==> src/sfr_bank_map.svh <==
`ifndef SFR_BANK_MAP_SVH
`define SFR_BANK_MAP_SVH

// Register offsets in the direct-addressed upper half
`define PORT0_LATCH_ADDR        8'h80
`define STACK_POINTER_ADDR      8'h81
`define DATA_POINTER0_LOW_ADDR  8'h82
`define DATA_POINTER0_HIGH_ADDR 8'h83
`define DATA_POINTER1_LOW_ADDR  8'h84
`define DATA_POINTER1_HIGH_ADDR 8'h85
`define POWER_UART_SPEED_ADDR   8'h87
`define TIMER_RUN_CTRL_ADDR     8'h88
`define TIMER_MODE_CTRL_ADDR    8'h89
`define TIMER0_COUNT_LO_ADDR    8'h8a
`define TIMER1_COUNT_LO_ADDR    8'h8b
`define TIMER0_COUNT_HI_ADDR    8'h8c
`define TIMER1_COUNT_HI_ADDR    8'h8d
`define MEMORY_STRETCH_ADDR     8'h8e
`define PORT1_LATCH_ADDR        8'h90
`define POINTER_SELECT_ADDR     8'h92
`define SERIAL0_CTRL_ADDR       8'h98
`define SERIAL0_BUFFER_ADDR     8'h99
`define IRQ_ENABLE_TWO_ADDR     8'h9a
`define SERIAL1_CTRL_ADDR       8'h9b
`define SERIAL1_BUFFER_ADDR     8'h9c
`define SERIAL1_RELOAD_LOW_ADDR 8'h9d
`define PORT2_LATCH_ADDR        8'ha0
`define IRQ_ENABLE_ZERO_ADDR    8'ha8
`define IRQ_PRIORITY_ZERO_ADDR  8'ha9
`define SERIAL0_RELOAD_LOW_ADDR 8'haa
`define PORT3_LATCH_ADDR        8'hb0
`define IRQ_ENABLE_ONE_ADDR     8'hb8
`define IRQ_PRIORITY_ONE_ADDR   8'hb9
`define SERIAL0_RELOAD_HI_ADDR  8'hba
`define SERIAL1_RELOAD_HI_ADDR  8'hbb
`define PAGED_MOVX_HIGH_ADDR    8'hbf
`define IRQ_REQUEST_FLAGS_ADDR  8'hc0
`define EXT_IRQ_POLARITY_ADDR   8'hc8
`define PROGRAM_STATUS_ADDR     8'hd0
`define BAUD_RATE_CTRL_ADDR     8'hd8
`define ACCUMULATOR_ADDR        8'he0
`define MULTIPLY_DIVIDE_ADDR    8'hf0

// Reset values that differ from zero, then the zero default
`define PORT_LATCH_RESET        8'hff
`define STACK_POINTER_RESET     8'h07
`define MEMORY_STRETCH_RESET    8'h01
`define SERIAL0_RELOAD_LO_RESET 8'hd9
`define SERIAL_RELOAD_HI_RESET  8'h03
`define DEFAULT_RESET           8'h00

// Field positions, masks and the unmapped read value
`define BAUD_RATE_CTRL_MASK     8'h80
`define BAUD_DOUBLE_BIT         7
`define POINTER_SELECT_BIT      0
`define PARITY_BIT              0
`define BIT_ADDRESSABLE_MASK    3'h0
`define UNMAPPED_READ_VALUE     8'h00

`endif

==> src/sfr_bank_pkg.sv <==
package sfr_bank_pkg;
  typedef logic [7:0] sfr_byte_t;
  typedef logic [6:0] sfr_index_t;
  typedef logic [15:0] sfr_word_t;
endpackage

==> src/mcu_core_sfr_bank.sv <==
// Notes on behaviour
// - Reset loads listed values: ports 0xff, stack pointer 0x07, stretch 0x01, reloads below, else 0x00.
// - Serial port 0 reload resets to 0xd9 at 0xaa and 0x03 at 0xba.
// - Serial port 1 reload resets to 0x00 at 0x9d and 0x03 at 0xbb.
// - The register at 0xbf gives the high byte of paged data moves.
// - The baud rate register at 0xd8 keeps only bit 7, reset 0x00.
// - The register at 0xc8 holds ext irq two/three polarity, reset 0x00.
// - The accumulator at 0xe0 is core operand and plain read/write byte.
// - The register at 0xf0 takes mul/div results, else scratch data.
// - Pointer select at 0x92 resets to 0x00; pointers fill 0x82 to 0x85.
// - Power and serial speed control at 0x87 resets to 0x00.
// - Enables at 0xa8, 0xb8, 0x9a and priorities at 0xa9, 0xb9 reset to 0.
// - Request flags at 0xc0 hold pending extended irqs, reset 0x00.
// - Select bit 0 picks pointer one or two, leaving both pointers intact.
// - The stack pointer steps up before a push or call; first push at 0x08.
// - Unimplemented addresses read 0x00 without a hit and ignore writes.
// - Registers at multiples of eight from 0x80 also take bit access.
`timescale 1ns/1ps
`default_nettype none
`include "sfr_bank_map.svh"

module mcu_core_sfr_bank
  import sfr_bank_pkg::*;
(
  input wire logic i_mclk,
  input wire logic i_reset,
  input wire logic [7:0] i_sfr_addr,
  input wire logic i_sfr_wr,
  input wire logic [7:0] i_sfr_wdata,
  input wire logic i_sfr_rd,
  input wire logic [7:0] i_bit_addr,
  input wire logic i_bit_wr,
  input wire logic i_bit_wdata,
  input wire logic i_acc_load,
  input wire logic [7:0] i_acc_value,
  input wire logic i_muldiv_load,
  input wire logic [7:0] i_muldiv_value,
  input wire logic i_sp_inc,
  input wire logic i_sp_dec,
  input wire logic i_psw_load,
  input wire logic [7:0] i_psw_value,
  input wire logic i_first_data_pointer_load,
  input wire logic [15:0] i_first_data_pointer_value,
  input wire logic i_first_data_pointer_inc,
  input wire logic [7:0] i_irq_req_set,
  input wire logic [7:0] i_ri_value,
  output logic [7:0] o_sfr_rdata,
  output logic o_sfr_rd_hit,
  output logic o_bit_rdata,
  output logic [7:0] o_acc,
  output logic [7:0] o_muldiv,
  output logic [7:0] o_sp,
  output logic [7:0] o_psw,
  output logic [15:0] o_active_first_data_pointer,
  output logic [15:0] o_paged_addr,
  output logic [7:0] o_port0,
  output logic [7:0] o_port1,
  output logic [7:0] o_port2,
  output logic [7:0] o_port3,
  output logic [7:0] o_power_ctrl,
  output logic [7:0] o_timer_run,
  output logic [7:0] o_timer_mode,
  output logic [7:0] o_stretch,
  output logic [15:0] o_serial0_reload,
  output logic [15:0] o_serial1_reload,
  output logic [7:0] o_irq_enable0,
  output logic [7:0] o_irq_enable1,
  output logic [7:0] o_irq_enable2,
  output logic [7:0] o_irq_priority0,
  output logic [7:0] o_irq_priority1,
  output logic [7:0] o_irq_request,
  output logic [7:0] o_ext_irq_polarity,
  output logic o_baud_double
);

  // --------------------------------------------------------------
  // Address decode helpers
  // --------------------------------------------------------------

  // Only the upper half is decoded; lower-half addresses never hit
  function automatic logic is_implemented(input logic [7:0] addr);
    case (addr)
      `PORT0_LATCH_ADDR,
      `STACK_POINTER_ADDR,
      `DATA_POINTER0_LOW_ADDR,
      `DATA_POINTER0_HIGH_ADDR,
      `DATA_POINTER1_LOW_ADDR,
      `DATA_POINTER1_HIGH_ADDR,
      `POWER_UART_SPEED_ADDR,
      `TIMER_RUN_CTRL_ADDR,
      `TIMER_MODE_CTRL_ADDR,
      `TIMER0_COUNT_LO_ADDR,
      `TIMER1_COUNT_LO_ADDR,
      `TIMER0_COUNT_HI_ADDR,
      `TIMER1_COUNT_HI_ADDR,
      `MEMORY_STRETCH_ADDR,
      `PORT1_LATCH_ADDR,
      `POINTER_SELECT_ADDR,
      `SERIAL0_CTRL_ADDR,
      `SERIAL0_BUFFER_ADDR,
      `IRQ_ENABLE_TWO_ADDR,
      `SERIAL1_CTRL_ADDR,
      `SERIAL1_BUFFER_ADDR,
      `SERIAL1_RELOAD_LOW_ADDR,
      `PORT2_LATCH_ADDR,
      `IRQ_ENABLE_ZERO_ADDR,
      `IRQ_PRIORITY_ZERO_ADDR,
      `SERIAL0_RELOAD_LOW_ADDR,
      `PORT3_LATCH_ADDR,
      `IRQ_ENABLE_ONE_ADDR,
      `IRQ_PRIORITY_ONE_ADDR,
      `SERIAL0_RELOAD_HI_ADDR,
      `SERIAL1_RELOAD_HI_ADDR,
      `PAGED_MOVX_HIGH_ADDR,
      `IRQ_REQUEST_FLAGS_ADDR,
      `EXT_IRQ_POLARITY_ADDR,
      `PROGRAM_STATUS_ADDR,
      `BAUD_RATE_CTRL_ADDR,
      `ACCUMULATOR_ADDR,
      `MULTIPLY_DIVIDE_ADDR:
        is_implemented = addr[7];
      default: is_implemented = 1'b0;
    endcase
  endfunction

  function automatic sfr_byte_t reset_value(input logic [7:0] addr);
    case (addr)
      `PORT0_LATCH_ADDR, `PORT1_LATCH_ADDR,
      `PORT2_LATCH_ADDR, `PORT3_LATCH_ADDR:
        reset_value = `PORT_LATCH_RESET;
      `STACK_POINTER_ADDR: reset_value = `STACK_POINTER_RESET;
      `MEMORY_STRETCH_ADDR: reset_value = `MEMORY_STRETCH_RESET;
      `SERIAL0_RELOAD_LOW_ADDR: reset_value = `SERIAL0_RELOAD_LO_RESET;
      `SERIAL0_RELOAD_HI_ADDR: reset_value = `SERIAL_RELOAD_HI_RESET;
      `SERIAL1_RELOAD_HI_ADDR: reset_value = `SERIAL_RELOAD_HI_RESET;
      default: reset_value = `DEFAULT_RESET;
    endcase
  endfunction

  // Bits that hold no storage read back as zero
  function automatic sfr_byte_t write_mask(input logic [7:0] addr);
    if (addr == `BAUD_RATE_CTRL_ADDR) begin
      write_mask = `BAUD_RATE_CTRL_MASK;
    end else begin
      write_mask = 8'hff;
    end
  endfunction

  function automatic sfr_index_t index_of(input logic [7:0] addr);
    index_of = addr[6:0];
  endfunction

  function automatic logic even_parity(input sfr_byte_t value);
    even_parity = ^value;
  endfunction

  // --------------------------------------------------------------
  // Storage
  // --------------------------------------------------------------

  // Indexed by the low seven address bits; entries at unimplemented
  // addresses are never written and are trimmed by synthesis.
  sfr_byte_t regs_r [0:127];
  sfr_byte_t regs_nxt [0:127];

  logic [7:0] bit_reg_addr;
  logic bit_wr_hit;
  logic byte_wr_hit;
  logic sel_second;
  logic [7:0] ptr_lo_addr;
  logic [7:0] ptr_hi_addr;
  sfr_word_t ptr_cur;
  sfr_word_t ptr_new;
  sfr_byte_t sp_base;
  sfr_byte_t psw_base;
  sfr_byte_t bit_mask;

  // Bit address: upper five bits name the register, low three the bit
  assign bit_reg_addr = {i_bit_addr[7:3], `BIT_ADDRESSABLE_MASK};
  assign bit_wr_hit = i_bit_wr && i_bit_addr[7] &&
                      is_implemented(bit_reg_addr);
  assign byte_wr_hit = i_sfr_wr && is_implemented(i_sfr_addr);

  // --------------------------------------------------------------
  // Next-state computation
  // --------------------------------------------------------------

  always_comb begin
    for (int i = 0; i < 128; i++) begin
      regs_nxt[i] = regs_r[i];
    end

    // Core side effects come first; a firmware write in the same
    // cycle is the later event of the instruction and overrides them.
    if (i_acc_load) begin
      regs_nxt[index_of(`ACCUMULATOR_ADDR)] = i_acc_value;
    end
    if (i_muldiv_load) begin
      regs_nxt[index_of(`MULTIPLY_DIVIDE_ADDR)] = i_muldiv_value;
    end
    if (i_psw_load) begin
      regs_nxt[index_of(`PROGRAM_STATUS_ADDR)] = i_psw_value;
    end

    // Pre-increment before a push or call
    sp_base = regs_r[index_of(`STACK_POINTER_ADDR)];
    if (i_sp_inc && !i_sp_dec) begin
      regs_nxt[index_of(`STACK_POINTER_ADDR)] = sp_base + 8'h01;
    end else if (i_sp_dec && !i_sp_inc) begin
      regs_nxt[index_of(`STACK_POINTER_ADDR)] = sp_base - 8'h01;
    end

    // Pointer updates land only in the selected pair
    if (i_first_data_pointer_load || i_first_data_pointer_inc) begin
      regs_nxt[index_of(ptr_lo_addr)] = ptr_new[7:0];
      regs_nxt[index_of(ptr_hi_addr)] = ptr_new[15:8];
    end

    // Hardware sets pending flags; a set beats a software clear
    regs_nxt[index_of(`IRQ_REQUEST_FLAGS_ADDR)] =
      regs_r[index_of(`IRQ_REQUEST_FLAGS_ADDR)] | i_irq_req_set;

    if (byte_wr_hit) begin
      regs_nxt[index_of(i_sfr_addr)] =
        i_sfr_wdata & write_mask(i_sfr_addr);
      if (i_sfr_addr == `IRQ_REQUEST_FLAGS_ADDR) begin
        regs_nxt[index_of(i_sfr_addr)] = i_sfr_wdata | i_irq_req_set;
      end
    end

    // Bit writes honour the same unstored bits as byte writes
    bit_mask = write_mask(bit_reg_addr);
    if (bit_wr_hit) begin
      regs_nxt[index_of(bit_reg_addr)][i_bit_addr[2:0]] =
        i_bit_wdata & bit_mask[i_bit_addr[2:0]];
      if (bit_reg_addr == `IRQ_REQUEST_FLAGS_ADDR) begin
        regs_nxt[index_of(bit_reg_addr)] =
          regs_nxt[index_of(bit_reg_addr)] | i_irq_req_set;
      end
    end

    // Parity always tracks the accumulator being stored
    psw_base = regs_nxt[index_of(`PROGRAM_STATUS_ADDR)];
    psw_base[`PARITY_BIT] =
      even_parity(regs_nxt[index_of(`ACCUMULATOR_ADDR)]);
    regs_nxt[index_of(`PROGRAM_STATUS_ADDR)] = psw_base;
  end

  // Active pointer selection from the current select bit
  always_comb begin
    sel_second = regs_r[index_of(`POINTER_SELECT_ADDR)]
                 [`POINTER_SELECT_BIT];
    if (sel_second) begin
      ptr_lo_addr = `DATA_POINTER1_LOW_ADDR;
      ptr_hi_addr = `DATA_POINTER1_HIGH_ADDR;
    end else begin
      ptr_lo_addr = `DATA_POINTER0_LOW_ADDR;
      ptr_hi_addr = `DATA_POINTER0_HIGH_ADDR;
    end
    ptr_cur = {regs_r[index_of(ptr_hi_addr)],
               regs_r[index_of(ptr_lo_addr)]};
    if (i_first_data_pointer_load) begin
      ptr_new = i_first_data_pointer_value;
    end else begin
      ptr_new = ptr_cur + 16'h0001;
    end
  end

  // --------------------------------------------------------------
  // Register update
  // --------------------------------------------------------------

  always_ff @(posedge i_mclk) begin
    for (int i = 0; i < 128; i++) begin
      if (i_reset) begin
        regs_r[i] <= reset_value({1'b1, 7'(i)});
      end else begin
        regs_r[i] <= regs_nxt[i];
      end
    end
  end

  // --------------------------------------------------------------
  // Read port
  // --------------------------------------------------------------

  // Unmapped reads return a fixed filler; software must not rely on it
  always_ff @(posedge i_mclk) begin
    if (i_reset) begin
      o_sfr_rdata <= `UNMAPPED_READ_VALUE;
      o_sfr_rd_hit <= 1'b0;
    end else if (i_sfr_rd) begin
      if (is_implemented(i_sfr_addr)) begin
        o_sfr_rdata <= regs_r[index_of(i_sfr_addr)];
        o_sfr_rd_hit <= 1'b1;
      end else begin
        o_sfr_rdata <= `UNMAPPED_READ_VALUE;
        o_sfr_rd_hit <= 1'b0;
      end
    end else begin
      o_sfr_rd_hit <= 1'b0;
    end
  end

  // Bit reads sample every cycle; the bit number needs no strobe
  always_ff @(posedge i_mclk) begin
    if (i_reset) begin
      o_bit_rdata <= 1'b0;
    end else if (i_bit_addr[7] && is_implemented(bit_reg_addr)) begin
      o_bit_rdata <= regs_r[index_of(bit_reg_addr)][i_bit_addr[2:0]];
    end else begin
      o_bit_rdata <= 1'b0;
    end
  end

  // --------------------------------------------------------------
  // Derived core outputs
  // --------------------------------------------------------------

  // Registered from the next values so the core sees a stable pointer
  // in the cycle after any select or pointer change.
  always_ff @(posedge i_mclk) begin
    if (i_reset) begin
      o_active_first_data_pointer <= 16'h0000;
    end else if (regs_nxt[index_of(`POINTER_SELECT_ADDR)]
                 [`POINTER_SELECT_BIT]) begin
      o_active_first_data_pointer <= {regs_nxt[index_of(`DATA_POINTER1_HIGH_ADDR)],
                        regs_nxt[index_of(`DATA_POINTER1_LOW_ADDR)]};
    end else begin
      o_active_first_data_pointer <= {regs_nxt[index_of(`DATA_POINTER0_HIGH_ADDR)],
                        regs_nxt[index_of(`DATA_POINTER0_LOW_ADDR)]};
    end
  end

  always_ff @(posedge i_mclk) begin
    if (i_reset) begin
      o_paged_addr <= 16'h0000;
    end else begin
      o_paged_addr <= {regs_nxt[index_of(`PAGED_MOVX_HIGH_ADDR)],
                       i_ri_value};
    end
  end

  // --------------------------------------------------------------
  // Register contents to the core and peripherals
  // --------------------------------------------------------------

  assign o_acc = regs_r[index_of(`ACCUMULATOR_ADDR)];
  assign o_muldiv = regs_r[index_of(`MULTIPLY_DIVIDE_ADDR)];
  assign o_sp = regs_r[index_of(`STACK_POINTER_ADDR)];
  assign o_psw = regs_r[index_of(`PROGRAM_STATUS_ADDR)];
  assign o_port0 = regs_r[index_of(`PORT0_LATCH_ADDR)];
  assign o_port1 = regs_r[index_of(`PORT1_LATCH_ADDR)];
  assign o_port2 = regs_r[index_of(`PORT2_LATCH_ADDR)];
  assign o_port3 = regs_r[index_of(`PORT3_LATCH_ADDR)];
  assign o_power_ctrl = regs_r[index_of(`POWER_UART_SPEED_ADDR)];
  assign o_timer_run = regs_r[index_of(`TIMER_RUN_CTRL_ADDR)];
  assign o_timer_mode = regs_r[index_of(`TIMER_MODE_CTRL_ADDR)];
  assign o_stretch = regs_r[index_of(`MEMORY_STRETCH_ADDR)];
  assign o_serial0_reload = {regs_r[index_of(`SERIAL0_RELOAD_HI_ADDR)],
                             regs_r[index_of(`SERIAL0_RELOAD_LOW_ADDR)]};
  assign o_serial1_reload = {regs_r[index_of(`SERIAL1_RELOAD_HI_ADDR)],
                             regs_r[index_of(`SERIAL1_RELOAD_LOW_ADDR)]};
  assign o_irq_enable0 = regs_r[index_of(`IRQ_ENABLE_ZERO_ADDR)];
  assign o_irq_enable1 = regs_r[index_of(`IRQ_ENABLE_ONE_ADDR)];
  assign o_irq_enable2 = regs_r[index_of(`IRQ_ENABLE_TWO_ADDR)];
  assign o_irq_priority0 = regs_r[index_of(`IRQ_PRIORITY_ZERO_ADDR)];
  assign o_irq_priority1 = regs_r[index_of(`IRQ_PRIORITY_ONE_ADDR)];
  assign o_irq_request = regs_r[index_of(`IRQ_REQUEST_FLAGS_ADDR)];
  assign o_ext_irq_polarity = regs_r[index_of(`EXT_IRQ_POLARITY_ADDR)];
  assign o_baud_double = regs_r[index_of(`BAUD_RATE_CTRL_ADDR)]
                         [`BAUD_DOUBLE_BIT];

endmodule
`default_nettype wire

==> config.mk <==
export PLATFORM = sky130hd
export DESIGN_NAME = mcu_core_sfr_bank
export DESIGN_NICKNAME = d
export VERILOG_FILES = /design/src/sfr_bank_pkg.sv /design/src/mcu_core_sfr_bank.sv
export VERILOG_INCLUDE_DIRS = /design/src /design/src/src
export SDC_FILE = /design/constraint.sdc
export NUM_CORES = 2
export LEC_CHECK = 0
export BUFFER_PORTS_ARGS = -buffer_cell sky130_fd_sc_hd__buf_2
export CORE_AREA = 2 2 318 320
export CTS_BUF_LIST = sky130_fd_sc_hd__clkbuf_8
export CTS_CLUSTER_SIZE = 16
export DETAILED_ROUTE_END_ITERATION = 16
export DIE_AREA = 0 0 320 322
export MAX_ROUTING_LAYER = met4
export PLACE_DENSITY = 0.63
export SYNTH_ARGS = -nofsm -noshare
export SYNTH_HDL_FRONTEND = slang
export SYNTH_SLANG_ARGS = --single-unit
==> constraint.sdc <==
create_clock -name i_mclk -period 2.5 [get_ports i_mclk]
set_input_delay 0.125 -clock i_mclk [delete_from_list [all_inputs] [get_ports i_mclk]]
set_output_delay 0.125 -clock i_mclk [all_outputs]
set_load 0.01 [all_outputs]
==> impl_metrics.env <==
export IMPL_status="finished with violations"
export IMPL_violations="setup timing"
export IMPL_numCtsBuffers=173
export IMPL_via_per_inst=5.79
export IMPL_portBuffers=318
export IMPL_synthToLayoutAreaGrowth_pct=24.8
export IMPL_cp_num_buf_inv=0
export IMPL_synthCells=4035
export IMPL_cp_slowest_cell="a221oi_1"
export IMPL_synth_top_area_frac=0.475
export IMPL_cp_max_fo=8
export IMPL_ant_nets=0
export IMPL_fmax_ghz=0.395
export IMPL_fill_cells=8558
export IMPL_ir_drop_uv=381
export IMPL_postLayoutSetupSlackWorst_ns=-0.0304
export IMPL_path_cells="mux4_2, mux2i_1, a221oi_1, a221oi_1, o31ai_1"
export IMPL_cpMostUsedCell="a221oi_1"
export IMPL_endpoint_kind="flop"
export IMPL_die_area_mm2=0.103
export IMPL_syn_area_mm2=0.0446
export IMPL_grt_pass1_vias=34600
export IMPL_synth_largest_area_cell="dfxtp_1"
export IMPL_die_y_um=322
export IMPL_crit_family="compound AO/OA/AOI/OAI gates"
export IMPL_placed_cells=5773
export IMPL_slew_headroom=0.240
export IMPL_antenna_found_initial=15
export IMPL_final_cells=6194
export IMPL_min_path_type="in -> reg"
export IMPL_cts_sinks=1058
export IMPL_grt_remaining_overflow=0
export IMPL_fin_skew_ns=0.0356
export IMPL_grt_max_degree=108
export IMPL_finalSetupTns_ns=-0.0446
export IMPL_core_rowCount=116
export IMPL_io_pins=320
export IMPL_drive_gt1_frac=0.296
export IMPL_cts_tree="built"
export IMPL_critPathKind="reg -> reg"
export IMPL_max_stage_delay_ns=0.96
export IMPL_start_util=0.448
export IMPL_ys_flop_type="dfxtp_1"
export IMPL_ys_top_cells_by_area="dfxtp_1, mux4_2, nor2b_1, mux2i_1, a211oi_1"
export IMPL_maxCapViolCount=0
export IMPL_rsz0062_at_grt="no"
export IMPL_slew_viol_final=0
export IMPL_finalHoldViolCount=0
export IMPL_cp_required_ns=3.26
export IMPL_cp_start_kind="flop"
export IMPL_dp_hpwl_um=117000
export IMPL_tightest_slew_ns=1.14
export IMPL_cts_root_buf="clkbuf_8"
export IMPL_finalSetupViolCount=2
export IMPL_path_clk_slew_ns=0.06
export IMPL_post_route_period_util=1.01
export IMPL_routed_wl_um=158000
export IMPL_yosys_warnings=0
export IMPL_synth_edf_count=0
export IMPL_power_density_mw_per_mm2=642
export IMPL_clk_path_buf_depth=3
export IMPL_die_x_um=320
export IMPL_post_route_min_period_ns=2.53
export IMPL_drc=0
export IMPL_syn_avg_cell_area_um2=11.1
export IMPL_clk_latency_ns=0.88
export IMPL_globalplace_congestion=1.01
export IMPL_synth_seq_cells=1058
export IMPL_design_core_area_mm2=0.0996
export IMPL_synthArstFlopShare=0
export IMPL_synth_seq_area_share=0.475
export IMPL_drt_initial_drc_count=4151
export IMPL_p_leak_nw=21.6
export IMPL_vias=35900
export IMPL_grt_pass1_wl_um=232000
export IMPL_cp_arrival_ns=3.29
export IMPL_htreeDepth=4
export IMPL_grt_usage=0.311
export IMPL_routedWlPerCell_um=25.5
export IMPL_finalNetCount=4851
export IMPL_ys_types=79
export IMPL_mappedNetlistNets=4131
export IMPL_drt_pass1_iter_count=6
-- cell usage in the layout, fill, tap and decap left out, types with 12 or more instances in the layout --
cell              n
buf_2           314
nor3_1           30
mux4_2          296
a22oi_1          38
mux2_2           18
a211o_1          20
a311o_1          32
a211oi_1        162
nor2_1          263
o31ai_1          13
o211ai_1         34
dlygate4sd3_1    98
nand2b_1         13
clkbuf_8        216
o221ai_1         41
clkinv_2         13
a31oi_1          20
nand2_1         133
xnor2_1          12
inv_1            67
buf_4           417
a2111oi_4        15
nor2b_1         747
mux2i_1         177
and3_1           13
o21ai_0          30
diode_2          15
buf_12           68
dfxtp_1        1057
a21oi_1         170
nand3_1          81
a221oi_1         64
-- report_power, final --
part | leakage [nW] | switching (W) | total (W) | internal (W)
Combinational | 11.1 | 0.00205 | 0.00345 | 0.00140
Clock | 1.99 | 0.00706 | 0.0152 | 0.00812
Sequential | 8.54 | 0.000156 | 0.0171 | 0.0170
-- repair_timing --
| action | in CTS | in global routing |
|---|---|---|
| endpoints found under the setup margin | 28 | 27 |
| hold buffers | 99 | 0 |
| gates resized for setup | 2 | 20 |
| pin swaps | 0 | 5 |
| setup buffers | 0 | 7 |
| endpoints found under the hold margin | 399 | 0 |
-- cell usage after synthesis (10+ instances only) --
cell,count
a211o_1,20
o221ai_1,41
o31ai_1,13
a21oi_1,171
inv_1,15
a31oi_1,20
and3_1,14
nor2b_1,749
clkbuf_1,247
a221oi_1,64
nand2b_1,13
mux2i_1,177
buf_2,81
dfxtp_1,1058
buf_1,26
mux2_2,18
o211ai_1,34
mux4_2,296
a211oi_1,163
or3_1,10
xnor2_1,12
a311o_1,32
nor3_1,35
nor2_1,265
nand2_1,135
o21ai_0,33
nand3_1,81
a22oi_1,38
a2111oi_4,15
-- cells by family (layout without fill, tap and decap cells) --
kind of cell             count (synthesis)  after routing  synth area share
AO/OA/AOI/OAI                          727            727             0.125
adder cells (fa/ha/maj)                  3              3          0.000841
other                                    0             15                 0
XOR/XNOR                                16             16           0.00314
AND/OR/NAND/NOR                       1363           1363             0.168
buffers and inverters                  377           1223            0.0346
flip-flops                            1058           1058             0.475
multiplexers                           491            491             0.194
-- layer usage --
metal / wire, µm / global-route usage
met5: 0 / -
met4: 7750 / 0.150
met3: 13200 / 0.0597
met2: 68700 / 0.449
met1: 68200 / 0.421
-- worst register-to-register path, stage by stage (launching register included) --
cell and delay (ns):
dfxtp_1 0.56, mux4_2 0.38, mux2i_1 0.08, a221oi_1 0.96
a221oi_1 0.19, o31ai_1 0.25
-- final timing paths --
path	startpoint	to	slack [ns]	depth (start not counted)
max reg2reg	regs_r[1][1]	o_sfr_rdata[1]	-0.03	5
max	regs_r[1][1]	o_sfr_rdata[1]	-0.03	5
min	i_psw_load	regs_r[80][5]	0.08	5
min reg2reg	flop	flop	0.46	1
-- cell type report --
class / count / area, µm² / area share
Clock inverter: 85 / 532 / 0.00954
Timing Repair Buffer: 905 / 7140 / 0.128
Tap cell: 1298 / 1620 / 0.0292
Antenna cell: 15 / 37.5 / 0.000674
Clock buffer: 216 / 2970 / 0.0534
Inverter: 17 / 71.3 / 0.00128
Multi-Input combinational cell: 2600 / 22100 / 0.398
Sequential cell: 1058 / 21200 / 0.380
-- metrics by stage --
step,area [µm²],hold slack (ns),power [W],worst slack (ns),utilization
finish,55700,0.0770,0.0358,-0.0304,0.560
global route,55700,0.0634,0.0370,0.00175,0.559
CTS,55600,0.000707,0.0359,0.00428,0.558
detailed placement,51100,0.339,0.0207,-0.304,0.513
global placement,51100,0.337,0.0207,-0.329,0.513
floorplan,44600,0.253,0.0191,0.0401,-
Power figures use the tool's default switching activity.
